[src/logic/mem_addr_gen_pkg.sv]
// package: field layout, modes, register map and reset values
package mem_addr_gen_pkg;

  // ****************************************
  // instruction word fields
  // ****************************************
  localparam int FMT_BIT      = 12;  // long format when set
  localparam int SHORT_MD_BIT = 13;  // short format base-use bit
  localparam int OFF_MSB      = 11;
  localparam int ABASE_MSB    = 18;
  localparam int ABASE_LSB    = 14;
  localparam int MODE_MSB     = 13;
  localparam int MODE_LSB     = 10;
  localparam int SCALE_MSB    = 9;
  localparam int SCALE_LSB    = 7;
  localparam int INDEX_MSB    = 4;
  localparam int INDEX_LSB    = 0;

  // long format modes
  localparam logic [3:0] M_BASE      = 4'h4;
  localparam logic [3:0] M_IP_DISP   = 4'h5;
  localparam logic [3:0] M_RSVD      = 4'h6;
  localparam logic [3:0] M_BASE_IDX  = 4'h7;
  localparam logic [3:0] M_DISP      = 4'hC;
  localparam logic [3:0] M_BASE_DISP = 4'hD;
  localparam logic [3:0] M_IDX_DISP  = 4'hE;
  localparam logic [3:0] M_ALL       = 4'hF;

  localparam logic [2:0]  SCALE_MAX = 3'h4;     // x16, above is reserved
  localparam logic [31:0] IP_BIAS   = 32'h0000_0008;

  // ****************************************
  // register map
  // ****************************************
  localparam logic [7:0] REG_CTRL      = 8'h00;
  localparam logic [7:0] REG_IRQ_STAT  = 8'h04;
  localparam logic [7:0] REG_IRQ_MASK  = 8'h08;
  localparam logic [7:0] REG_LAST_ADDR = 8'h0C;
  localparam logic [7:0] REG_LAST_INSN = 8'h10;

  localparam int IRQ_DONE  = 0;
  localparam int IRQ_FAULT = 1;
  localparam logic [1:0]  AXI_OKAY   = 2'h0;
  localparam logic [1:0]  AXI_SLVERR = 2'h2;
  localparam logic        CTRL_RST   = 1'h0;
  localparam logic [1:0]  MASK_RST   = 2'h0;

endpackage

[src/logic/mem_addr_gen.sv]
// module: effective-address generator for memory-format instructions
`timescale 1ns/1ps
`default_nettype none
module mem_addr_gen
  import mem_addr_gen_pkg::*;
#(
  parameter int AW = 32
) (
  // clock and reset
  input  wire logic        clk_i,
  input  wire logic        resetn_i,
  // request from the instruction decoder
  input  wire logic        req_valid_i,
  input  wire logic [31:0] insn_i,
  input  wire logic [31:0] disp_i,
  input  wire logic [31:0] ip_i,
  output logic             req_ready_o,
  // register file read port
  output logic [4:0]       rf_abase_sel_o,
  output logic [4:0]       rf_index_sel_o,
  input  wire logic [31:0] rf_abase_data_i,
  input  wire logic [31:0] rf_index_data_i,
  // result to bus control / branch logic
  output logic             addr_valid_o,
  output logic [31:0]      addr_o,
  output logic             addr_virtual_o,
  output logic             fault_o,
  output logic             irq_o,
  // axi4-lite slave
  input  wire logic        s_axi_awvalid,
  output logic             s_axi_awready,
  input  wire logic [AW-1:0] s_axi_awaddr,
  input  wire logic        s_axi_wvalid,
  output logic             s_axi_wready,
  input  wire logic [31:0] s_axi_wdata,
  input  wire logic [3:0]  s_axi_wstrb,
  output logic             s_axi_bvalid,
  input  wire logic        s_axi_bready,
  output logic [1:0]       s_axi_bresp,
  input  wire logic        s_axi_arvalid,
  output logic             s_axi_arready,
  input  wire logic [AW-1:0] s_axi_araddr,
  output logic             s_axi_rvalid,
  input  wire logic        s_axi_rready,
  output logic [31:0]      s_axi_rdata,
  output logic [1:0]       s_axi_rresp
);

  // the decode reads bits above the byte map, so at least 9 are needed
  if (AW < 9) begin : g_aw_check
    $error("address width must reach above the register map");
  end

  // ****************************************
  // request sequencing
  // ****************************************
  typedef enum logic {ST_IDLE, ST_READ} state_t;
  state_t      state_q;
  logic [31:0] insn_q;
  logic [31:0] disp_q;
  logic [31:0] ip_q;
  logic        ctrl_virt_q;

  wire accept = req_valid_i & req_ready_o;

  always_ff @(posedge clk_i) begin
    if (!resetn_i) begin
      state_q     <= ST_IDLE;
      req_ready_o <= 1'b0;
    end else begin
      unique case (state_q)
        ST_IDLE: begin
          req_ready_o <= ~accept;
          if (accept) state_q <= ST_READ;
        end
        ST_READ: begin
          req_ready_o <= 1'b1;
          state_q     <= ST_IDLE;
        end
      endcase
    end
  end

  // the register file answers the registered selectors within the cycle
  always_ff @(posedge clk_i) begin
    if (!resetn_i) begin
      insn_q         <= 32'h0000_0000;
      disp_q         <= 32'h0000_0000;
      ip_q           <= 32'h0000_0000;
      rf_abase_sel_o <= 5'h00;
      rf_index_sel_o <= 5'h00;
    end else if (accept) begin
      insn_q         <= insn_i;
      disp_q         <= disp_i;
      ip_q           <= ip_i;
      rf_abase_sel_o <= insn_i[ABASE_MSB:ABASE_LSB];
      rf_index_sel_o <= insn_i[INDEX_MSB:INDEX_LSB];
    end
  end

  // ****************************************
  // address arithmetic
  // ****************************************
  // every sum is 32 bits wide so carries fall off the top
  wire        is_long  = insn_q[FMT_BIT];
  wire        short_md = insn_q[SHORT_MD_BIT];
  wire [3:0]  mode     = insn_q[MODE_MSB:MODE_LSB];
  wire [2:0]  scale    = insn_q[SCALE_MSB:SCALE_LSB];
  wire [31:0] offset   = {20'h00000, insn_q[OFF_MSB:0]};
  wire [31:0] scaled   = rf_index_data_i << scale;
  wire [31:0] short_a  = short_md ? rf_abase_data_i + offset
                                  : offset;
  wire        bad_scl  = is_long & (scale > SCALE_MAX);
  wire        bad_mode = is_long & (mode == M_RSVD);
  logic [31:0] long_a;

  // mode decode, one sum per mode
  always_comb begin
    unique case (mode)
      M_BASE:      long_a = rf_abase_data_i;
      M_IP_DISP:   long_a = ip_q + disp_q + IP_BIAS;
      M_BASE_IDX:  long_a = rf_abase_data_i + scaled;
      M_DISP:      long_a = disp_q;
      M_BASE_DISP: long_a = rf_abase_data_i + disp_q;
      M_IDX_DISP:  long_a = scaled + disp_q;
      M_ALL:       long_a = rf_abase_data_i + scaled + disp_q;
      default:     long_a = 32'h0000_0000; // reserved or short codes
    endcase
  end

  wire        done_now  = (state_q == ST_READ);
  wire        fault_now = done_now & (bad_scl | bad_mode);
  wire        good_now  = done_now & ~(bad_scl | bad_mode);
  wire [31:0] eff_addr  = is_long ? long_a : short_a;

  // result stage: valid and fault are one-cycle pulses
  always_ff @(posedge clk_i) begin
    if (!resetn_i) begin
      addr_valid_o   <= 1'b0;
      fault_o        <= 1'b0;
      addr_o         <= 32'h0000_0000;
      addr_virtual_o <= 1'b0;
    end else begin
      addr_valid_o <= good_now;
      fault_o      <= fault_now;
      if (good_now) begin
        addr_o         <= eff_addr;
        addr_virtual_o <= ctrl_virt_q;
      end
    end
  end

  // ****************************************
  // axi4-lite register slave
  // ****************************************
  logic [7:0]  awaddr_q;
  logic        aw_have_q;
  logic        w_have_q;
  logic [31:0] wdata_q;
  logic        wstrb0_q;
  logic [1:0]  irq_stat_q;
  logic [1:0]  irq_mask_q;
  logic [31:0] insn_log_q;

  wire aw_take = s_axi_awvalid & s_axi_awready;
  wire w_take  = s_axi_wvalid & s_axi_wready;
  wire ar_take = s_axi_arvalid & s_axi_arready;
  wire wr_fire = aw_have_q & w_have_q & ~s_axi_bvalid;
  wire wr_ok   = (awaddr_q == REG_CTRL) | (awaddr_q == REG_IRQ_STAT) |
                 (awaddr_q == REG_IRQ_MASK);
  wire wr_lane = wr_fire & wstrb0_q;
  wire wr_ctrl = wr_lane & (awaddr_q == REG_CTRL);
  wire wr_stat = wr_lane & (awaddr_q == REG_IRQ_STAT);
  wire wr_mask = wr_lane & (awaddr_q == REG_IRQ_MASK);
  wire [7:0] ra = s_axi_araddr[7:0];
  wire rd_ok = (s_axi_araddr[AW-1:8] == '0) &
               ((ra == REG_CTRL) | (ra == REG_IRQ_STAT) |
                (ra == REG_IRQ_MASK) | (ra == REG_LAST_ADDR) |
                (ra == REG_LAST_INSN));
  wire [31:0] rd_mux =
    (ra == REG_CTRL)      ? {31'h0, ctrl_virt_q}  :
    (ra == REG_IRQ_STAT)  ? {30'h0, irq_stat_q}   :
    (ra == REG_IRQ_MASK)  ? {30'h0, irq_mask_q}   :
    (ra == REG_LAST_ADDR) ? addr_o                :
    (ra == REG_LAST_INSN) ? insn_log_q            : 32'h0000_0000;
  // sticky events: a new event beats a simultaneous write-one clear
  wire [1:0] events = {fault_now, good_now};
  wire [1:0] stat_d = (irq_stat_q & ~(wr_stat ? wdata_q[1:0] : 2'h0))
                      | events;

  // write address and data may arrive in either order
  always_ff @(posedge clk_i) begin
    if (!resetn_i) begin
      s_axi_awready <= 1'b1;
      s_axi_wready  <= 1'b1;
      aw_have_q     <= 1'b0;
      w_have_q      <= 1'b0;
      awaddr_q      <= 8'h00;
      wdata_q       <= 32'h0000_0000;
      wstrb0_q      <= 1'b0;
    end else begin
      if (aw_take) begin
        awaddr_q      <= (s_axi_awaddr[AW-1:8] == '0) ? s_axi_awaddr[7:0]
                                                      : 8'hFF;
        aw_have_q     <= 1'b1;
        s_axi_awready <= 1'b0;
      end else if (wr_fire) begin
        aw_have_q     <= 1'b0;
        s_axi_awready <= 1'b1;
      end
      if (w_take) begin
        wdata_q      <= s_axi_wdata;
        wstrb0_q     <= s_axi_wstrb[0];
        w_have_q     <= 1'b1;
        s_axi_wready <= 1'b0;
      end else if (wr_fire) begin
        w_have_q     <= 1'b0;
        s_axi_wready <= 1'b1;
      end
    end
  end

  // write response; unmapped addresses answer SLVERR
  always_ff @(posedge clk_i) begin
    if (!resetn_i) begin
      s_axi_bvalid <= 1'b0;
      s_axi_bresp  <= AXI_OKAY;
    end else if (wr_fire) begin
      s_axi_bvalid <= 1'b1;
      s_axi_bresp  <= wr_ok ? AXI_OKAY : AXI_SLVERR;
    end else if (s_axi_bready) begin
      s_axi_bvalid <= 1'b0;
    end
  end

  // read channel, one outstanding read
  always_ff @(posedge clk_i) begin
    if (!resetn_i) begin
      s_axi_arready <= 1'b1;
      s_axi_rvalid  <= 1'b0;
      s_axi_rdata   <= 32'h0000_0000;
      s_axi_rresp   <= AXI_OKAY;
    end else if (ar_take) begin
      s_axi_arready <= 1'b0;
      s_axi_rvalid  <= 1'b1;
      s_axi_rdata   <= rd_mux;
      s_axi_rresp   <= rd_ok ? AXI_OKAY : AXI_SLVERR;
    end else if (s_axi_rvalid & s_axi_rready) begin
      s_axi_arready <= 1'b1;
      s_axi_rvalid  <= 1'b0;
    end
  end

  // control, interrupt state and last instruction
  always_ff @(posedge clk_i) begin
    if (!resetn_i) begin
      ctrl_virt_q <= CTRL_RST;
      irq_mask_q  <= MASK_RST;
      irq_stat_q  <= 2'h0;
      irq_o       <= 1'b0;
      insn_log_q  <= 32'h0000_0000;
    end else begin
      if (wr_ctrl) ctrl_virt_q <= wdata_q[0];
      if (wr_mask) irq_mask_q <= wdata_q[1:0];
      irq_stat_q <= stat_d;
      irq_o      <= |(stat_d & (wr_mask ? wdata_q[1:0] : irq_mask_q));
      if (done_now) insn_log_q <= insn_q;
    end
  end
endmodule
`default_nettype wire

[config.mk]
export PLATFORM = sky130hd
export DESIGN_NAME = mem_addr_gen
export DESIGN_NICKNAME = d
export VERILOG_FILES = /design/src/logic/mem_addr_gen_pkg.sv /design/src/logic/mem_addr_gen.sv
export SDC_FILE = /design/constraint.sdc
export NUM_CORES = 1
export LEC_CHECK = 0
export BUFFER_PORTS_ARGS = -buffer_cell sky130_fd_sc_hd__buf_2
export CAP_MARGIN = 0
export CORE_UTILIZATION = 45
export CTS_BUF_LIST = sky130_fd_sc_hd__clkbuf_2 sky130_fd_sc_hd__clkbuf_4 sky130_fd_sc_hd__clkbuf_8
export CTS_CLUSTER_SIZE = 16
export DETAILED_ROUTE_END_ITERATION = 12
export MAX_ROUTING_LAYER = met4
export PLACE_DENSITY = 0.68
export SLEW_MARGIN = 20
export SYNTH_ARGS = -nofsm -noshare
export SYNTH_HDL_FRONTEND = slang
export SYNTH_SLANG_ARGS = --single-unit
[constraint.sdc]
create_clock -name clk_i -period 11.7 [get_ports clk_i]
set_clock_uncertainty 0.15 [all_clocks]
set_input_delay 1.17 -clock clk_i [delete_from_list [all_inputs] [get_ports clk_i]]
set_output_delay 1.17 -clock clk_i [all_outputs]
set_load 0.005 [all_outputs]
==> impl_metrics.ini, run 1 <==
[timing]
setup_viol = 0
timing_worst_slew_pin_value_ns = 0.999
finalCritPeriodShare = 0.619
worst_slew_margin_rel = 0.334
rsz0062_at_grt = false
hold_viol = 0
achievable_clock_frequency_mhz = 138
finalWorstPathRequiredPeriod_ns = 7.24
timing.setup.tns_ns = 0
drv_slew = 0

[route]
violation_count_after_the_first_detailed_routing_iteration = 1728
routed_via_density = 5.94
dr.pass1.iters = 7
totalWireLength_um = 62200
number_of_nets_still_failing_antenna_checks_after_routing = 0
number_of_remaining_drc_errors = 0
wire_per_inst_um = 20.5
detailroute.via_count = 18054

[finish]
postLayoutCoreUtil = 0.529
synthToLayoutAreaGrowth_pct = 15.8
finish.net_count = 2907
drive_above_1_share = 0.188

[setup_path]
crit_path_max_fanout = 41
crit_buf_inv = 0
r2r-end = addr_o[30]
regToRegStartpoint = insn_q[8]
critical_path.top_delay_family = compound AO/OA/AOI/OAI gates
crit_start = insn_q[8]
crit_path_end = addr_o[30]
cp_slowest_cell = sky130_fd_sc_hd__dfxtp_2
crit_path_start_kind = flip-flop
worst-endpoint-required_ns = 12.02
cp.depth = 25
crit_path_max_incr_delay_ns = 0.91
critical_path_arrival_ns = 7.55
worstSetupEndpointType = flip-flop
r2r_slack_ns = 4.46
crit_type = flip-flop to flip-flop
r2r_cells = 25

[placement]
detailed_placement_hpwl_um = 47800
gp_routability_congestion = 0.985
place.port_buffers = 320

[power]
vdd_drop_max_v = 0.0000793
p_leak_uw = 0.00872
netSwitchingPower_uw = 725
clock_share_of_power = 0.369
sequential_power_share = 0.371
power-per-cell-area_nw_per_um2 = 111
p_int_uw = 1490
power.combinational.fraction = 0.260
post-layout-total-power_uw = 2220
power.switching_fraction = 0.327

[global_routing]
grt-ovfl-total = 0
grt_antenna_before_repair = 2
grt_pass1_wl_um = 94000
globalRouteTotalUtil = 0.319
pin_count_of_the_biggest_net_entering_global_routing = 99
vias_in_the_first_global_route = 16502

[clock_tree]
clock-root-buffer = sky130_fd_sc_hd__clkbuf_8
worstSkewPairLatency_ns = 0.60
clkSlewWorstSetupHoldPaths_ns = 0.06
tritoncts = built
ctsResizeCount = 0
cts_htree_levels = 2
post_cts_setup_inserts = 0
clock_path_buffers = 3
clock_sink_count = 223
postCtsHoldBufs = 0
cts-buffers-inserted = 38

[yosys]
async_reset_ff_frac = 0
synth.ff_latch_count = 223
syn-mean-instance-area_sq_um = 7.59
yosysSeqAreaShare = 0.260
post_synth_instance_area_sq_um = 17200
post_synth_inst_count = 2266
synth-warning-count = 0
synth.lib_cells_used.distinct = 86
synth_enable_flop_cells = 0
postSynth.topFlopCell = sky130_fd_sc_hd__dfxtp_1

[status]
outcome = finished, final reports clean

[floorplanning]
floorplan.die_area_sq_um = 39000
core-area_sq_um = 37700
die_y_um = 197
die_w_um = 197
row_count = 71
starting_density = 0.456
pin_count = 356

[worst_hold_path]
holdCritPathClass = flip-flop to flip-flop

[run]
drv_cap = 0
## cell usage after synthesis (5+ instances only)
cell type / count / area [sq um]
sky130_fd_sc_hd__xor2_1: 38 / 333
sky130_fd_sc_hd__o211a_1: 5 / 50.1
sky130_fd_sc_hd__o21ai_1: 36 / 180
sky130_fd_sc_hd__o21bai_1: 9 / 67.6
sky130_fd_sc_hd__nor2b_1: 22 / 138
sky130_fd_sc_hd__a221oi_1: 40 / 350
sky130_fd_sc_hd__o311ai_0: 5 / 43.8
sky130_fd_sc_hd__mux2i_1: 71 / 711
sky130_fd_sc_hd__a21o_1: 51 / 383
sky130_fd_sc_hd__dfxtp_1: 223 / 4460
sky130_fd_sc_hd__mux4_2: 21 / 473
sky130_fd_sc_hd__or3_1: 5 / 31.3
sky130_fd_sc_hd__buf_4: 15 / 113
sky130_fd_sc_hd__o221a_2: 9 / 101
sky130_fd_sc_hd__a211oi_1: 22 / 165
sky130_fd_sc_hd__nor3_1: 36 / 180
sky130_fd_sc_hd__nand4_1: 18 / 113
sky130_fd_sc_hd__clkbuf_1: 116 / 435
sky130_fd_sc_hd__nor2_1: 204 / 766
sky130_fd_sc_hd__nand3_1: 35 / 175
sky130_fd_sc_hd__inv_1: 42 / 158
sky130_fd_sc_hd__nand2b_1: 33 / 206
sky130_fd_sc_hd__o21ai_0: 105 / 526
sky130_fd_sc_hd__a21oi_1: 264 / 1320
sky130_fd_sc_hd__o211ai_1: 14 / 105
sky130_fd_sc_hd__ha_1: 136 / 1700
sky130_fd_sc_hd__a22oi_1: 32 / 240
sky130_fd_sc_hd__o31ai_1: 8 / 60.1
sky130_fd_sc_hd__o221ai_1: 14 / 123
sky130_fd_sc_hd__and3_1: 17 / 106
sky130_fd_sc_hd__o21a_1: 16 / 120
sky130_fd_sc_hd__buf_1: 15 / 56.3
sky130_fd_sc_hd__o22ai_1: 8 / 50.1
sky130_fd_sc_hd__nor4_1: 16 / 100
sky130_fd_sc_hd__or2_2: 5 / 31.3
sky130_fd_sc_hd__and4_1: 5 / 43.8
sky130_fd_sc_hd__o41ai_1: 5 / 43.8
sky130_fd_sc_hd__a31oi_1: 19 / 119
sky130_fd_sc_hd__xnor2_1: 59 / 517
sky130_fd_sc_hd__mux2_2: 6 / 67.6
sky130_fd_sc_hd__nand2_1: 387 / 1450
sky130_fd_sc_hd__and2_1: 8 / 50.1
## logic make-up after synthesis
group	Yosys count	synth area share
AO/OA/AOI/OAI	704	0.262
XOR/XNOR	97	0.0494
adder cells (fa/ha/maj)	141	0.104
buffers and inverters	193	0.0457
flip-flops	223	0.260
multiplexers	100	0.0741
other	1	0.000218
AND/OR/NAND/NOR	807	0.205
## flip-flops by register name (all words and copies together) (netlist names), 2 cells and up
| signal | cells |
|---|---|
| irq_stat_q | 2 |
| rf_abase_sel_o | 4 |
| s_axi_rdata | 32 |
| addr_o | 32 |
| disp_q | 32 |
| rf_index_sel_o | 4 |
| awaddr_q | 8 |
| insn_q | 24 |
| insn_log_q | 32 |
| wdata_q | 2 |
| irq_mask_q | 2 |
| ip_q | 32 |
## routing by layer
| layer | GRT usage | part of all wire | vias up |
|---|---|---|---|
| met5 | - | 0 | - |
| met4 | 0.0893 | 0.022 | 0 |
| met3 | 0.0463 | 0.083 | 72 |
| met2 | 0.467 | 0.43 | 779 |
| met1 | 0.454 | 0.46 | 8520 |
| li1 | - | - | 8683 |
## area by class of cell
class / instances / area [sq um]
fill: 3777 / 17800
multi-input combinational: 1851 / 12000
sequential: 223 / 4470
timing repair buffer: 342 / 1770
clock buffer: 57 / 716
tap: 511 / 639
inverter: 43 / 164
clock inverter: 10 / 159
antenna: 2 / 5.00
## how the worst min path moves through the flow
| stage | start | cells after the start | end | slack [ns] |
|---|---|---|---|---|
| finish | insn_q[20] | 2 | insn_q[20] | 0.31 |
| global route | ip_q[6] | 2 | ip_q[6] | 0.33 |
| CTS | insn_q[20] | 2 | insn_q[20] | 0.31 |
| detailed placement | insn_q[20] | 2 | insn_q[20] | 0.30 |
| global placement | addr_virtual_o | 2 | addr_virtual_o | 0.29 |
| floorplan | insn_q[19] | 2 | insn_q[19] | 0.29 |
## tightest hold or removal path, delay by kind of cell, from the launching register on
family	cells	cell delay, ns
flops	1	0.31
simple gates	1	0.05
compound gates	1	0.05
## power groups by stage
stage                     registers (uW)  clock network (uW)  logic [uW]
final                                823                 819         576
after global routing                 826                 866         626
after floorplan                      821                   0         388
after CTS                            822                 835         562
after global placement               837                   0         550
after detailed placement             838                   0         557
## stage by stage
stage | setup WS, ns | instance area (sq um) | hold WS [ns] | cells
3_5_place_dp | 4.27 | 19000 | 0.298 | 2970
6_report | 4.46 | 19900 | 0.306 | 3039
5_1_grt | 4.00 | 19900 | 0.325 | 3039
4_1_cts | 4.53 | 19900 | 0.306 | 3037
3_3_place_gp | 4.27 | 19000 | 0.290 | 2970
2_1_floorplan | 5.33 | 17200 | 0.286 | 2267
## placed cells by master, fill, tap and decap left out, types with 32 or more instances in the layout
cell type,netlist,routed
sky130_fd_sc_hd__nand3_1,35,35
sky130_fd_sc_hd__inv_1,42,42
sky130_fd_sc_hd__xor2_1,38,38
sky130_fd_sc_hd__nand2b_1,33,33
sky130_fd_sc_hd__clkbuf_8,0,46
sky130_fd_sc_hd__ha_1,136,136
sky130_fd_sc_hd__nor3_1,36,34
sky130_fd_sc_hd__buf_2,3,320
sky130_fd_sc_hd__o21ai_1,36,36
sky130_fd_sc_hd__a22oi_1,32,32
sky130_fd_sc_hd__o21ai_0,105,105
sky130_fd_sc_hd__nand2_1,387,384
sky130_fd_sc_hd__a21o_1,51,51
sky130_fd_sc_hd__xnor2_1,59,59
sky130_fd_sc_hd__nor2_1,204,204
sky130_fd_sc_hd__a221oi_1,40,40
sky130_fd_sc_hd__a21oi_1,264,264
sky130_fd_sc_hd__mux2i_1,71,71
sky130_fd_sc_hd__dfxtp_1,223,219
No activity file was read; power rests on OpenSTA's default activity.
==> inputs of run 2 (changes only) <==
==> constraint.sdc (replaced) <==
create_clock -name clk_i -period 7.4 [get_ports clk_i]
set_clock_uncertainty 0.15 [all_clocks]
set_input_delay 0.74 -clock clk_i [delete_from_list [all_inputs] [get_ports clk_i]]
set_output_delay 0.74 -clock clk_i [all_outputs]
set_load 0.005 [all_outputs]
==> impl_metrics.ini, run 2 (synthesis results as in run 1) <==
[status]
outcome = finished, final reports clean

[finish]
postLayoutCoreUtil = 0.528
synthToLayoutAreaGrowth_pct = 15.8
layout.cells.most_common = sky130_fd_sc_hd__nand2_1
final_cell_mix = 385 x sky130_fd_sc_hd__nand2_1, 320 x sky130_fd_sc_hd__buf_2, 264 x sky130_fd_sc_hd__a21oi_1
nFillCells = 3699
final_cell_area_sq_um = 19900
drive_above_1_share = 0.190
finish.net_count = 2912
layoutNonFillerInstCount = 3044

[worst_hold_path]
hold-path-cell-count = 3
worst_hold_path.endpoint = disp_q[20]
hp-start = disp_i[20]
holdCritPathClass = primary input to flip-flop

[clock_tree]
clock-root-buffer = sky130_fd_sc_hd__clkbuf_8
postCtsHoldBufs = 0
post_cts_setup_inserts = 0
clock_path_buffers = 3
cts_htree_levels = 2
clkSlewWorstSetupHoldPaths_ns = 0.06
tritoncts = built
clock_sink_count = 223
ctsResizeCount = 0
worstSkewPairLatency_ns = 0.61
cts-buffers-inserted = 39

[power]
vdd_drop_max_v = 0.000128
p_int_uw = 2290
p_leak_uw = 0.00873
netSwitchingPower_uw = 1160
power.combinational.fraction = 0.264
power-per-cell-area_nw_per_um2 = 173
post-layout-total-power_uw = 3450
sequential_power_share = 0.378
power.switching_fraction = 0.336
clock_share_of_power = 0.358

[run]
drv_cap = 0

[timing]
finalWorstPathRequiredPeriod_ns = 6.73
setup_viol = 0
finalCritPeriodShare = 0.909
timing_worst_slew_pin_value_ns = 1.02
drv_slew = 0
timing.setup.tns_ns = 0
worst_slew_margin_rel = 0.317
hold_viol = 0
rsz0062_at_grt = false
achievable_clock_frequency_mhz = 149

[setup_path]
regToRegStartpoint = insn_q[7]
r2r_cells = 26
worst-endpoint-required_ns = 7.71
critical_path_arrival_ns = 7.04
worstSetupEndpointType = flip-flop
r2r-end = addr_o[24]
r2r_slack_ns = 0.67
crit_path_max_fanout = 21
crit_type = flip-flop to flip-flop
crit_path_start_kind = flip-flop

[placement]
place.port_buffers = 320
detailed_placement_hpwl_um = 47900
placed_area_sq_um = 19000
numPlacedInstances = 2974
gp_routability_congestion = 1.01

[floorplanning]
pin_count = 356
row_count = 71
die_w_um = 197
core-area_sq_um = 37700
floorplan.die_area_sq_um = 39000
starting_density = 0.456
die_y_um = 197

[global_routing]
met1_global_route_usage = 0.459
grt_pass1_wl_um = 93900
globalRouteTotalUtil = 0.319
globalRoute.busiestLayer = met1
pin_count_of_the_biggest_net_entering_global_routing = 99
vias_in_the_first_global_route = 16356
global_route.usage.met2 = 0.458
grt_antenna_before_repair = 2
grt-ovfl-total = 0
grt_util_met3 = 0.0447

[route]
routed_via_density = 5.94
detailroute.via_count = 18069
number_of_nets_still_failing_antenna_checks_after_routing = 0
dr.pass1.iters = 6
totalWireLength_um = 62300
violation_count_after_the_first_detailed_routing_iteration = 1631
number_of_remaining_drc_errors = 0
wire_per_inst_um = 20.5
[run 2: routing by layer]
| metal | vias to the layer above | routed length [um] |
|---|---|---|
| met1 | 8492 | 28900 |
| met3 | 94 | 5350 |
| met2 | 804 | 26600 |
| met5 | - | 0 |
| li1 | 8679 | - |
| met4 | 0 | 1420 |
[run 2: final cells by class]
type                       count  area [sq um]  share of cell area
tap                          511           639              0.0321
inverter                      43           164             0.00823
timing repair buffer         346          1800              0.0903
clock buffer                  58           748              0.0376
clock inverter                10          95.1             0.00478
sequential                   223          4470               0.225
antenna                        2          5.00            0.000251
multi-input combinational   1851         12000               0.602
[run 2: worst max path at each step]
stage	end	depth (start not counted)	from
after floorplan	addr_o[31]	26	insn_q[7]
after global placement	addr_o[30]	26	rf_index_data_i[4]
after detailed placement	addr_o[31]	28	rf_index_data_i[0]
after CTS	addr_o[31]	28	insn_q[7]
after global routing	addr_o[24]	26	insn_q[7]
final	addr_o[24]	26	insn_q[7]
[run 2: power by group through the flow]
stage	clock (uW)	sequential [uW]	combinational, uW
after floorplan	0	1300	613
after global placement	0	1330	872
after detailed placement	0	1330	880
after CTS	1260	1300	889
after global routing	1310	1310	989
final	1230	1300	908
[run 2: worst max-delay path: stages (launching register included)]
cell and delay, ns:
sky130_fd_sc_hd__dfxtp_2 0.61, sky130_fd_sc_hd__buf_4 0.40, sky130_fd_sc_hd__inv_1 0.22, sky130_fd_sc_hd__nor2_1 0.15
sky130_fd_sc_hd__a21oi_1 0.07, sky130_fd_sc_hd__nand2_1 0.08, sky130_fd_sc_hd__o21ai_0 0.16, sky130_fd_sc_hd__ha_1 0.44
sky130_fd_sc_hd__o211ai_1 0.12, sky130_fd_sc_hd__nor2_1 0.15, sky130_fd_sc_hd__o2111ai_1 0.20, sky130_fd_sc_hd__o21ai_1 0.31
sky130_fd_sc_hd__a21oi_1 0.17, sky130_fd_sc_hd__xnor2_1 0.28, sky130_fd_sc_hd__mux2i_1 0.12, sky130_fd_sc_hd__o21ai_1 0.27
sky130_fd_sc_hd__ha_1 0.35, sky130_fd_sc_hd__and3_1 0.24, sky130_fd_sc_hd__and3_1 0.21, sky130_fd_sc_hd__a21oi_1 0.19
sky130_fd_sc_hd__a21oi_1 0.14, sky130_fd_sc_hd__o31ai_1 0.63, sky130_fd_sc_hd__nor2b_1 0.11, sky130_fd_sc_hd__nor2_1 0.18
sky130_fd_sc_hd__nor4_1 0.07, sky130_fd_sc_hd__nor4_1 0.44, sky130_fd_sc_hd__a21oi_1 0.12
[run 2: stage by stage]
stage / setup slack (ns) / hold WS, ns
5_1_grt: 0.202 / 0.205
3_3_place_gp: 0.820 / 0.291
2_1_floorplan: 1.03 / 0.286
3_5_place_dp: 0.760 / 0.297
4_1_cts: 0.851 / 0.184
6_report: 0.674 / 0.214
